`src/rsu_pkg.sv`:
```
package rsu_pkg;
  // ---------------------------------------------------------------
  // Clock and link timing
  // ---------------------------------------------------------------
  localparam int unsigned CLK_HZ       = 25000000;
  localparam int unsigned BAUD_MIN     = 300;
  localparam int unsigned BAUD_MAX     = 250000;
  localparam int unsigned BAUD_DEFAULT = 115200;
  // Sixteen samples per bit time
  localparam int unsigned OVERSAMPLE   = 16;
  localparam int unsigned OS_MID       = 8;
  // Divider for sixteen ticks per bit at the default rate
  localparam int unsigned DIV_DEFAULT  =
    CLK_HZ / (BAUD_DEFAULT * OVERSAMPLE);
  localparam int unsigned DIV_W        = 16;
  // ---------------------------------------------------------------
  // Frame layout
  // ---------------------------------------------------------------
  localparam int unsigned DATA_BITS    = 8;
  localparam logic        START_LEVEL  = 1'b0;
  localparam logic        STOP_LEVEL   = 1'b1;
  localparam logic        IDLE_LEVEL   = 1'b1;
  localparam int unsigned FIFO_DEPTH   = 8;
  // ---------------------------------------------------------------
  // Reset values
  // ---------------------------------------------------------------
  localparam logic [7:0]  BYTE_RESET   = 8'h00;
  localparam logic [3:0]  CNT_RESET    = 4'h0;
endpackage

```
`src/rsu_link_if.sv`:
```
`timescale 1ns/10ps
// Four-wire link: serial lines in each direction, turnaround and reset
interface rsu_link_if;
  logic dev_txd;   // Serial data from the module
  logic host_txd;  // Serial data from the far node
  logic turn;      // Direction request from the far node
  logic reset_n;   // Module reset from the far node, active low
  modport dev  (output dev_txd, input host_txd, input turn, input reset_n);
  modport host (input dev_txd, output host_txd, output turn,
                output reset_n);
endinterface

```
`src/rsu_fifo.sv`:
```
`timescale 1ns/10ps
// Synchronous FIFO with valid/ready on both sides
module rsu_fifo #(
  parameter int unsigned WIDTH = 8,
  parameter int unsigned DEPTH = 8
) (
  input  wire logic             clk_i,
  input  wire logic             reset_n_i,
  input  wire logic             in_valid_i,
  output logic                  in_ready_o,
  input  wire logic [WIDTH-1:0] in_data_i,
  output logic                  out_valid_o,
  input  wire logic             out_ready_i,
  output logic      [WIDTH-1:0] out_data_o,
  output logic                  full_o,
  output logic                  empty_o
);
  localparam int unsigned AW = $clog2(DEPTH);
  logic [WIDTH-1:0] mem_reg [DEPTH];
  logic [AW-1:0]    wr_reg, wr_next, rd_reg, rd_next;
  logic [AW:0]      cnt_reg, cnt_next;
  logic             push, pop;

  // Flags and handshakes
  assign full_o      = (cnt_reg == DEPTH[AW:0]);
  assign empty_o     = (cnt_reg == '0);
  assign in_ready_o  = !full_o;
  assign out_valid_o = !empty_o;
  assign out_data_o  = mem_reg[rd_reg];
  assign push        = in_valid_i && !full_o;
  assign pop         = out_ready_i && !empty_o;

  // Pointer and count update
  always_comb begin
    wr_next  = wr_reg;
    rd_next  = rd_reg;
    cnt_next = cnt_reg;
    if (push) begin
      wr_next = (wr_reg == AW'(DEPTH - 1)) ? '0 : wr_reg + 1'b1;
    end
    if (pop) begin
      rd_next = (rd_reg == AW'(DEPTH - 1)) ? '0 : rd_reg + 1'b1;
    end
    if (push && !pop) begin
      cnt_next = cnt_reg + 1'b1;
    end else if (pop && !push) begin
      cnt_next = cnt_reg - 1'b1;
    end
  end

  always_ff @(posedge clk_i or negedge reset_n_i) begin
    if (!reset_n_i) begin
      wr_reg  <= '0;
      rd_reg  <= '0;
      cnt_reg <= '0;
    end else begin
      wr_reg  <= wr_next;
      rd_reg  <= rd_next;
      cnt_reg <= cnt_next;
    end
  end

  // Storage, no reset needed
  always_ff @(posedge clk_i) begin
    if (push) begin
      mem_reg[wr_reg] <= in_data_i;
    end
  end
endmodule

```
`src/rsu_dev.sv`:
```
`timescale 1ns/10ps
// Contract
// - Eight data bits, no parity, one stop
// - Start bit zero, stop bit one
// - Least significant bit sent first
// - Rate programmable 300 to 250K, matched
// - Independent concurrent transmit and receive paths
// - Buffered mode captures received bytes automatically
// - Host drives turnaround when module is slave
// - Turnaround is input only, never driven
// - Slaves are turned around by the host, never by themselves
// - Low reset input resets the module
module rsu_dev
  import rsu_pkg::*;
#(
  parameter int unsigned DEPTH = FIFO_DEPTH
) (
  input  wire logic             clk_i,
  input  wire logic             reset_n_i,
  rsu_link_if.dev               link,
  input  wire logic [DIV_W-1:0] div_i,
  input  wire logic             slave_mode_i,
  input  wire logic             buffered_i,
  input  wire logic             tx_valid_i,
  output logic                  tx_ready_o,
  input  wire logic [7:0]       tx_data_i,
  output logic                  rx_valid_o,
  input  wire logic             rx_ready_i,
  output logic      [7:0]       rx_data_o,
  output logic                  rx_overrun_o,
  output logic                  rx_frame_err_o,
  output logic                  tx_allowed_o,
  output logic                  reset_out_n_o
);
  // ---------------------------------------------------------------
  // Reset from the link pin combined with local reset
  // ---------------------------------------------------------------
  logic rst_n;
  assign rst_n = reset_n_i & link.reset_n;
  assign reset_out_n_o = rst_n;

  // ---------------------------------------------------------------
  // Pin synchronisers
  // ---------------------------------------------------------------
  logic [2:0] rxd_sync_reg, turn_sync_reg;
  logic       rxd_reg, turn_reg;
  always_ff @(posedge clk_i or negedge rst_n) begin
    if (!rst_n) begin
      rxd_sync_reg  <= 3'h7;
      turn_sync_reg <= 3'h0;
      rxd_reg       <= IDLE_LEVEL;
      turn_reg      <= 1'b0;
    end else begin
      rxd_sync_reg  <= {rxd_sync_reg[1:0], link.host_txd};
      turn_sync_reg <= {turn_sync_reg[1:0], link.turn};
      if (rxd_sync_reg[2] == rxd_sync_reg[1]) begin
        rxd_reg <= rxd_sync_reg[2];
      end
      if (turn_sync_reg[2] == turn_sync_reg[1]) begin
        turn_reg <= turn_sync_reg[2];
      end
    end
  end

  // Slave starts a frame only while host grants the line; master always may
  assign tx_allowed_o = !slave_mode_i || turn_reg;

  // ---------------------------------------------------------------
  // Sample tick divider, sixteen ticks per bit
  // ---------------------------------------------------------------
  logic [DIV_W-1:0] div_reg, div_next;
  logic             tick;
  assign tick = (div_reg == '0);
  always_comb begin
    div_next = tick ? div_i : div_reg - 1'b1;
  end
  always_ff @(posedge clk_i or negedge rst_n) begin
    if (!rst_n) begin
      div_reg <= '0;
    end else begin
      div_reg <= div_next;
    end
  end

  // ---------------------------------------------------------------
  // Transmitter
  // ---------------------------------------------------------------
  typedef enum logic [3:0] {
    RSU_TX_IDLE  = 4'b0001,
    RSU_TX_START = 4'b0010,
    RSU_TX_DATA  = 4'b0100,
    RSU_TX_STOP  = 4'b1000
  } rsu_tx_state_t;
  rsu_tx_state_t tx_st_reg, tx_st_next;
  logic [7:0] tx_sh_reg, tx_sh_next;
  logic [3:0] tx_os_reg, tx_os_next, tx_bit_reg, tx_bit_next;
  logic       txd_reg, txd_next;
  logic       tx_end;
  assign tx_ready_o = (tx_st_reg == RSU_TX_IDLE) && tx_allowed_o;
  assign tx_end     = tick && (tx_os_reg == 4'(OVERSAMPLE - 1));
  assign link.dev_txd = txd_reg;

  // Next transmit state
  always_comb begin
    tx_st_next  = tx_st_reg;
    tx_sh_next  = tx_sh_reg;
    tx_os_next  = tick ? tx_os_reg + 1'b1 : tx_os_reg;
    tx_bit_next = tx_bit_reg;
    txd_next    = txd_reg;
    case (tx_st_reg)
      RSU_TX_IDLE: begin
        txd_next   = IDLE_LEVEL;
        tx_os_next = CNT_RESET;
        if (tx_valid_i && tx_allowed_o) begin
          tx_sh_next = tx_data_i;
          txd_next   = START_LEVEL;
          tx_st_next = RSU_TX_START;
        end
      end
      RSU_TX_START: begin
        if (tx_end) begin
          txd_next    = tx_sh_reg[0];
          tx_sh_next  = {1'b0, tx_sh_reg[7:1]};
          tx_bit_next = CNT_RESET;
          tx_st_next  = RSU_TX_DATA;
        end
      end
      RSU_TX_DATA: begin
        if (tx_end) begin
          if (tx_bit_reg == 4'(DATA_BITS - 1)) begin
            txd_next   = STOP_LEVEL;
            tx_st_next = RSU_TX_STOP;
          end else begin
            txd_next    = tx_sh_reg[0];
            tx_sh_next  = {1'b0, tx_sh_reg[7:1]};
            tx_bit_next = tx_bit_reg + 1'b1;
          end
        end
      end
      RSU_TX_STOP: begin
        if (tx_end) begin
          tx_st_next = RSU_TX_IDLE;
        end
      end
      default: tx_st_next = RSU_TX_IDLE;
    endcase
  end

  always_ff @(posedge clk_i or negedge rst_n) begin
    if (!rst_n) begin
      tx_st_reg  <= RSU_TX_IDLE;
      tx_sh_reg  <= BYTE_RESET;
      tx_os_reg  <= CNT_RESET;
      tx_bit_reg <= CNT_RESET;
      txd_reg    <= IDLE_LEVEL;
    end else begin
      tx_st_reg  <= tx_st_next;
      tx_sh_reg  <= tx_sh_next;
      tx_os_reg  <= tx_os_next;
      tx_bit_reg <= tx_bit_next;
      txd_reg    <= txd_next;
    end
  end

  // ---------------------------------------------------------------
  // Receiver, runs independently of the transmitter
  // ---------------------------------------------------------------
  typedef enum logic [3:0] {
    RSU_RX_IDLE  = 4'b0001,
    RSU_RX_START = 4'b0010,
    RSU_RX_DATA  = 4'b0100,
    RSU_RX_STOP  = 4'b1000
  } rsu_rx_state_t;
  rsu_rx_state_t rx_st_reg, rx_st_next;
  logic [7:0] rx_sh_reg, rx_sh_next;
  logic [3:0] rx_os_reg, rx_os_next, rx_bit_reg, rx_bit_next;
  logic       rx_done, rx_ok, rx_err_next, rx_err_reg;
  logic       ff_ready, ff_empty;

  // Next receive state
  always_comb begin
    rx_st_next  = rx_st_reg;
    rx_sh_next  = rx_sh_reg;
    rx_os_next  = tick ? rx_os_reg + 1'b1 : rx_os_reg;
    rx_bit_next = rx_bit_reg;
    rx_done     = 1'b0;
    rx_ok       = 1'b0;
    rx_err_next = 1'b0;
    case (rx_st_reg)
      RSU_RX_IDLE: begin
        rx_os_next = CNT_RESET;
        if (rxd_reg == START_LEVEL) begin
          rx_st_next = RSU_RX_START;
        end
      end
      RSU_RX_START: begin
        if (tick && rx_os_reg == 4'(OS_MID - 1)) begin
          rx_os_next = CNT_RESET;
          rx_bit_next = CNT_RESET;
          rx_st_next = (rxd_reg == START_LEVEL) ? RSU_RX_DATA
                                                : RSU_RX_IDLE;
        end
      end
      RSU_RX_DATA: begin
        if (tick && rx_os_reg == 4'(OVERSAMPLE - 1)) begin
          rx_sh_next = {rxd_reg, rx_sh_reg[7:1]};
          rx_bit_next = rx_bit_reg + 1'b1;
          if (rx_bit_reg == 4'(DATA_BITS - 1)) begin
            rx_st_next = RSU_RX_STOP;
          end
        end
      end
      RSU_RX_STOP: begin
        if (tick && rx_os_reg == 4'(OVERSAMPLE - 1)) begin
          rx_done     = 1'b1;
          rx_ok       = (rxd_reg == STOP_LEVEL);
          rx_err_next = !rx_ok;
          rx_st_next  = RSU_RX_IDLE;
        end
      end
      default: rx_st_next = RSU_RX_IDLE;
    endcase
  end

  // Overrun when a good byte finds the buffer full
  logic ovr_reg, ovr_next;
  assign ovr_next = rx_done && rx_ok && !ff_ready;

  always_ff @(posedge clk_i or negedge rst_n) begin
    if (!rst_n) begin
      rx_st_reg  <= RSU_RX_IDLE;
      rx_sh_reg  <= BYTE_RESET;
      rx_os_reg  <= CNT_RESET;
      rx_bit_reg <= CNT_RESET;
      rx_err_reg <= 1'b0;
      ovr_reg    <= 1'b0;
    end else begin
      rx_st_reg  <= rx_st_next;
      rx_sh_reg  <= rx_sh_next;
      rx_os_reg  <= rx_os_next;
      rx_bit_reg <= rx_bit_next;
      rx_err_reg <= rx_err_next;
      ovr_reg    <= ovr_next;
    end
  end
  assign rx_frame_err_o = rx_err_reg;
  assign rx_overrun_o   = ovr_reg;

  // ---------------------------------------------------------------
  // Receive buffer; depth one behaviour in single-byte mode
  // ---------------------------------------------------------------
  logic push_ok;
  assign push_ok = buffered_i ? 1'b1 : ff_empty;
  logic ff_in_ready;
  assign ff_ready = ff_in_ready && push_ok;
  rsu_fifo #(
    .WIDTH (8),
    .DEPTH (DEPTH)
  ) u_rx_fifo (
    .clk_i       (clk_i),
    .reset_n_i   (rst_n),
    .in_valid_i  (rx_done && rx_ok && push_ok),
    .in_ready_o  (ff_in_ready),
    .in_data_i   (rx_sh_reg),
    .out_valid_o (rx_valid_o),
    .out_ready_i (rx_ready_i),
    .out_data_o  (rx_data_o),
    .full_o      (),
    .empty_o     (ff_empty)
  );
endmodule

```
`src/flat_wrapper.sv`:
```
// flat-port wrapper written by rule: the top's interface ports become plain ports
module rsu_dev_flat import rsu_pkg::*;
#(
  parameter int unsigned DEPTH = FIFO_DEPTH
)
  (clk_i, reset_n_i, div_i, slave_mode_i, buffered_i, tx_valid_i, tx_ready_o, tx_data_i, rx_valid_o, rx_ready_i, rx_data_o, rx_overrun_o, rx_frame_err_o, tx_allowed_o, reset_out_n_o, link_dev_txd, link_host_txd, link_turn, link_reset_n);
  rsu_link_if link_i ();
  input  wire logic clk_i;
  input  wire logic reset_n_i;
  input  wire logic [DIV_W-1:0] div_i;
  input  wire logic slave_mode_i;
  input  wire logic buffered_i;
  input  wire logic tx_valid_i;
  output logic tx_ready_o;
  input  wire logic [7:0] tx_data_i;
  output logic rx_valid_o;
  input  wire logic rx_ready_i;
  output logic      [7:0] rx_data_o;
  output logic rx_overrun_o;
  output logic rx_frame_err_o;
  output logic tx_allowed_o;
  output logic reset_out_n_o;
  output wire logic [$bits(link_i.dev_txd)-1:0] link_dev_txd;
  input wire logic [$bits(link_i.host_txd)-1:0] link_host_txd;
  input wire logic [$bits(link_i.turn)-1:0] link_turn;
  input wire logic [$bits(link_i.reset_n)-1:0] link_reset_n;
  assign link_dev_txd = link_i.dev_txd;
  assign link_i.host_txd = link_host_txd;
  assign link_i.turn = link_turn;
  assign link_i.reset_n = link_reset_n;
  rsu_dev #(.DEPTH(DEPTH)) u_core (.clk_i(clk_i), .reset_n_i(reset_n_i), .link(link_i), .div_i(div_i), .slave_mode_i(slave_mode_i), .buffered_i(buffered_i), .tx_valid_i(tx_valid_i), .tx_ready_o(tx_ready_o), .tx_data_i(tx_data_i), .rx_valid_o(rx_valid_o), .rx_ready_i(rx_ready_i), .rx_data_o(rx_data_o), .rx_overrun_o(rx_overrun_o), .rx_frame_err_o(rx_frame_err_o), .tx_allowed_o(tx_allowed_o), .reset_out_n_o(reset_out_n_o));
endmodule
```
`config.mk`:
```
export PLATFORM = sky130hd
export DESIGN_NAME = rsu_dev_flat
export DESIGN_NICKNAME = d
export VERILOG_FILES = /design/src/rsu_pkg.sv /design/src/rsu_link_if.sv /design/src/rsu_fifo.sv /design/src/rsu_dev.sv /design/src/flat_wrapper.sv
export SDC_FILE = /design/constraint.sdc
export NUM_CORES = 1
export LEC_CHECK = 0
export BUFFER_PORTS_ARGS = -buffer_cell sky130_fd_sc_hd__buf_2
export CAP_MARGIN = 20
export CORE_UTILIZATION = 40
export CTS_BUF_LIST = sky130_fd_sc_hd__clkbuf_8
export DETAILED_ROUTE_END_ITERATION = 8
export PLACE_DENSITY = 0.66
export SYNTH_ARGS = -nofsm -noshare
export SYNTH_HDL_FRONTEND = slang
export SYNTH_HIERARCHICAL = 1
export SYNTH_SLANG_ARGS = --single-unit
export TNS_END_PERCENT = 100
```
`constraint.sdc`:
```
create_clock -name clk_i -period 6.8 [get_ports clk_i]
set_input_delay 0.68 -clock clk_i [delete_from_list [all_inputs] [get_ports clk_i]]
set_output_delay 0.68 -clock clk_i [all_outputs]
set_load 0.1 [all_outputs]
```
==> results.sh <==
export IMPL_status="completed"
export IMPL_cp_end_kind="flop"
export IMPL_areaGrowthSynthToFinish_pct=12.4
export IMPL_detail_route_antenna_nets=0
export IMPL_num_vias=4019
export IMPL_p_per_area_nw_per_um2=254
export IMPL_path_clk_slew_ns=0.08
export IMPL_r2r_start="u_core/div_reg[0]"
export IMPL_hold_viol=0
export IMPL_final_cell_area_um2=7350
export IMPL_clk_latency_ns=0.45
export IMPL_max_clock_path_buffers=2
export IMPL_max_freq_mhz=267
export IMPL_routedWlPerCell_um=15.8
export IMPL_rr_endpoint="u_core/u_rx_fifo/cnt_reg[3]"
export IMPL_worstPathRequired_ns=7.12
export IMPL_diodes=0
export IMPL_syn_inst=483
export IMPL_cts_repair_resized=0
export IMPL_pin_count=48
export IMPL_startpoint="u_core/div_reg[0]"
export IMPL_grt_max_degree=78
export IMPL_cts_buffers=17
export IMPL_slew_viol_final=0
export IMPL_drtPass1Iterations=4
export IMPL_gpl_final_weighted_congestion=0.815
export IMPL_drive_gt1_share_pct=29.7
export IMPL_yosys_warnings=6
export IMPL_overflow=0
export IMPL_grt_pass1_wl_um=20300
export IMPL_crit_fanout=8
export IMPL_initial_core_util_pct=41.0
export IMPL_period_share_pct=55.2
export IMPL_antenna_found_initial=0
export IMPL_route_detailed_drc=0
export IMPL_largest_register_ffs=64
export IMPL_core_area_um2=15900
export IMPL_crit_type="reg2reg"
export IMPL_placedInstanceArea_um2=6980
export IMPL_fin_nets=583
export IMPL_cts_setup_buffers=0
export IMPL_dp_hpwl_um=8130
export IMPL_rows=46
export IMPL_die_h_um=130
export IMPL_grt_total_usage_pct=16.0
export IMPL_die_x_um=130
export IMPL_max_slew_margin_pct=34.9
export IMPL_viasPerCell=5.25
export IMPL_htreeDepth=4
export IMPL_cp_start_kind="flop"
export IMPL_finalCriticalPeriod_ns=3.75
export IMPL_endpoint="u_core/u_rx_fifo/cnt_reg[3]"
export IMPL_avgSynthCellArea_um2=13.5
export IMPL_crit_arrival_ns=4.08
export IMPL_ir_worst_vdd_mv=0.202
export IMPL_synth_cell_area_um2=6540
export IMPL_fin_worst_skew_ns=0.00871
export IMPL_port_buffers=47
export IMPL_worst_pin_slew_ns=0.976
export IMPL_root_buffer="clkbuf_8"
export IMPL_grt_setup_unrepaired="false"
export IMPL_hp_class="in2reg"
export IMPL_setup_violations_final=0
export IMPL_hold_buffers=0
export IMPL_fp_dieArea_um2=16900
export IMPL_drtIter0Drc=201
export IMPL_drt_total_wl_um=12100
export IMPL_tns_ns=0
export IMPL_cts_sinks=141
export IMPL_regToRegSetupSlack_ns=3.05
export IMPL_tritoncts="done"
export IMPL_power_leakage_nw=2.98
export IMPL_drv_cap=0
export IMPL_rr_worst_depth=15
export IMPL_grt_pass1_vias=4145
export IMPL_syn_num_nets=530
-- stage by stage --
stage	hold WS, ns	power (mW)	cells	setup slack (ns)	util (%)
final	0.335	1.87	765	3.05	46.1
after global routing	0.298	1.96	765	2.71	46.1
after CTS	0.301	1.89	764	3.05	46.0
after detailed placement	0.340	1.28	732	3.08	43.8
after global placement	0.332	1.27	731	3.20	43.6
after floorplan	0.331	1.23	483	2.84	-
-- layout by cell type, fill, tap and decap left out, types with 14 or more instances in the layout --
cell and instances:
mux2_2 33, buf_2 47, mux4_2 16, nand3_1 14, nor3_1 15, nand2_1 35, nor2_1 37, edfxtp_1 64
clkbuf_8 17, dfrtp_1 70, xnor2_1 17, o21ai_0 16
-- power by group --
| part | internal (mW) | switching (mW) | total (mW) |
|---|---|---|---|
| sequential | 0.946 | 0.0545 | 1.00 |
| clock | 0.286 | 0.321 | 0.607 |
| combinational | 0.107 | 0.154 | 0.261 |
-- critical path, cell delays in order (launching register included) --
cell and delay, ns:
dfrtp_1 0.41, inv_1 0.09, ha_1 0.14, nor4b_2 0.24, nand2_1 0.23, nor3_1 0.38
nand3_1 0.16, nor2_1 0.33, nand2_8 0.12, inv_1 0.08, ha_1 0.25, inv_1 0.13
ha_1 0.36, or4_1 0.52, o211ai_1 0.10, o211ai_1 0.10
-- cell type report --
type	instances	area, um2
Tap cell	216	270
Fill cell	1440	8590
Clock inverter	15	124
Sequential cell	141	3860
Inverter	10	37.5
Timing Repair Buffer	55	319
Multi-Input combinational cell	311	2510
Clock buffer	17	234
-- worst min path at each step --
stage | to | cells after the start | slack, ns | startpoint
floorplan | u_core/turn_sync_reg[1] | 0 | 0.33 | u_core/turn_sync_reg[0]
finish | u_core/turn_sync_reg[0] | 1 | 0.34 | link_turn
detailed placement | u_core/turn_sync_reg[1] | 0 | 0.34 | u_core/turn_sync_reg[0]
global placement | u_core/turn_sync_reg[1] | 0 | 0.33 | u_core/turn_sync_reg[0]
global route | u_core/turn_sync_reg[0] | 1 | 0.30 | link_turn
CTS | u_core/turn_sync_reg[0] | 1 | 0.30 | link_turn
-- layer usage --
| layer | global-route usage (%) | wire length [um] | up-vias |
|---|---|---|---|
| met4 | 6.98 | 191 | 0 |
| met1 | 19.4 | 5340 | 1999 |
| met3 | 4.35 | 485 | 17 |
| met5 | 0 | 0 | - |
| met2 | 27.0 | 6110 | 82 |
| li1 | - | - | 1921 |
(Power assumes the default switching activity.)
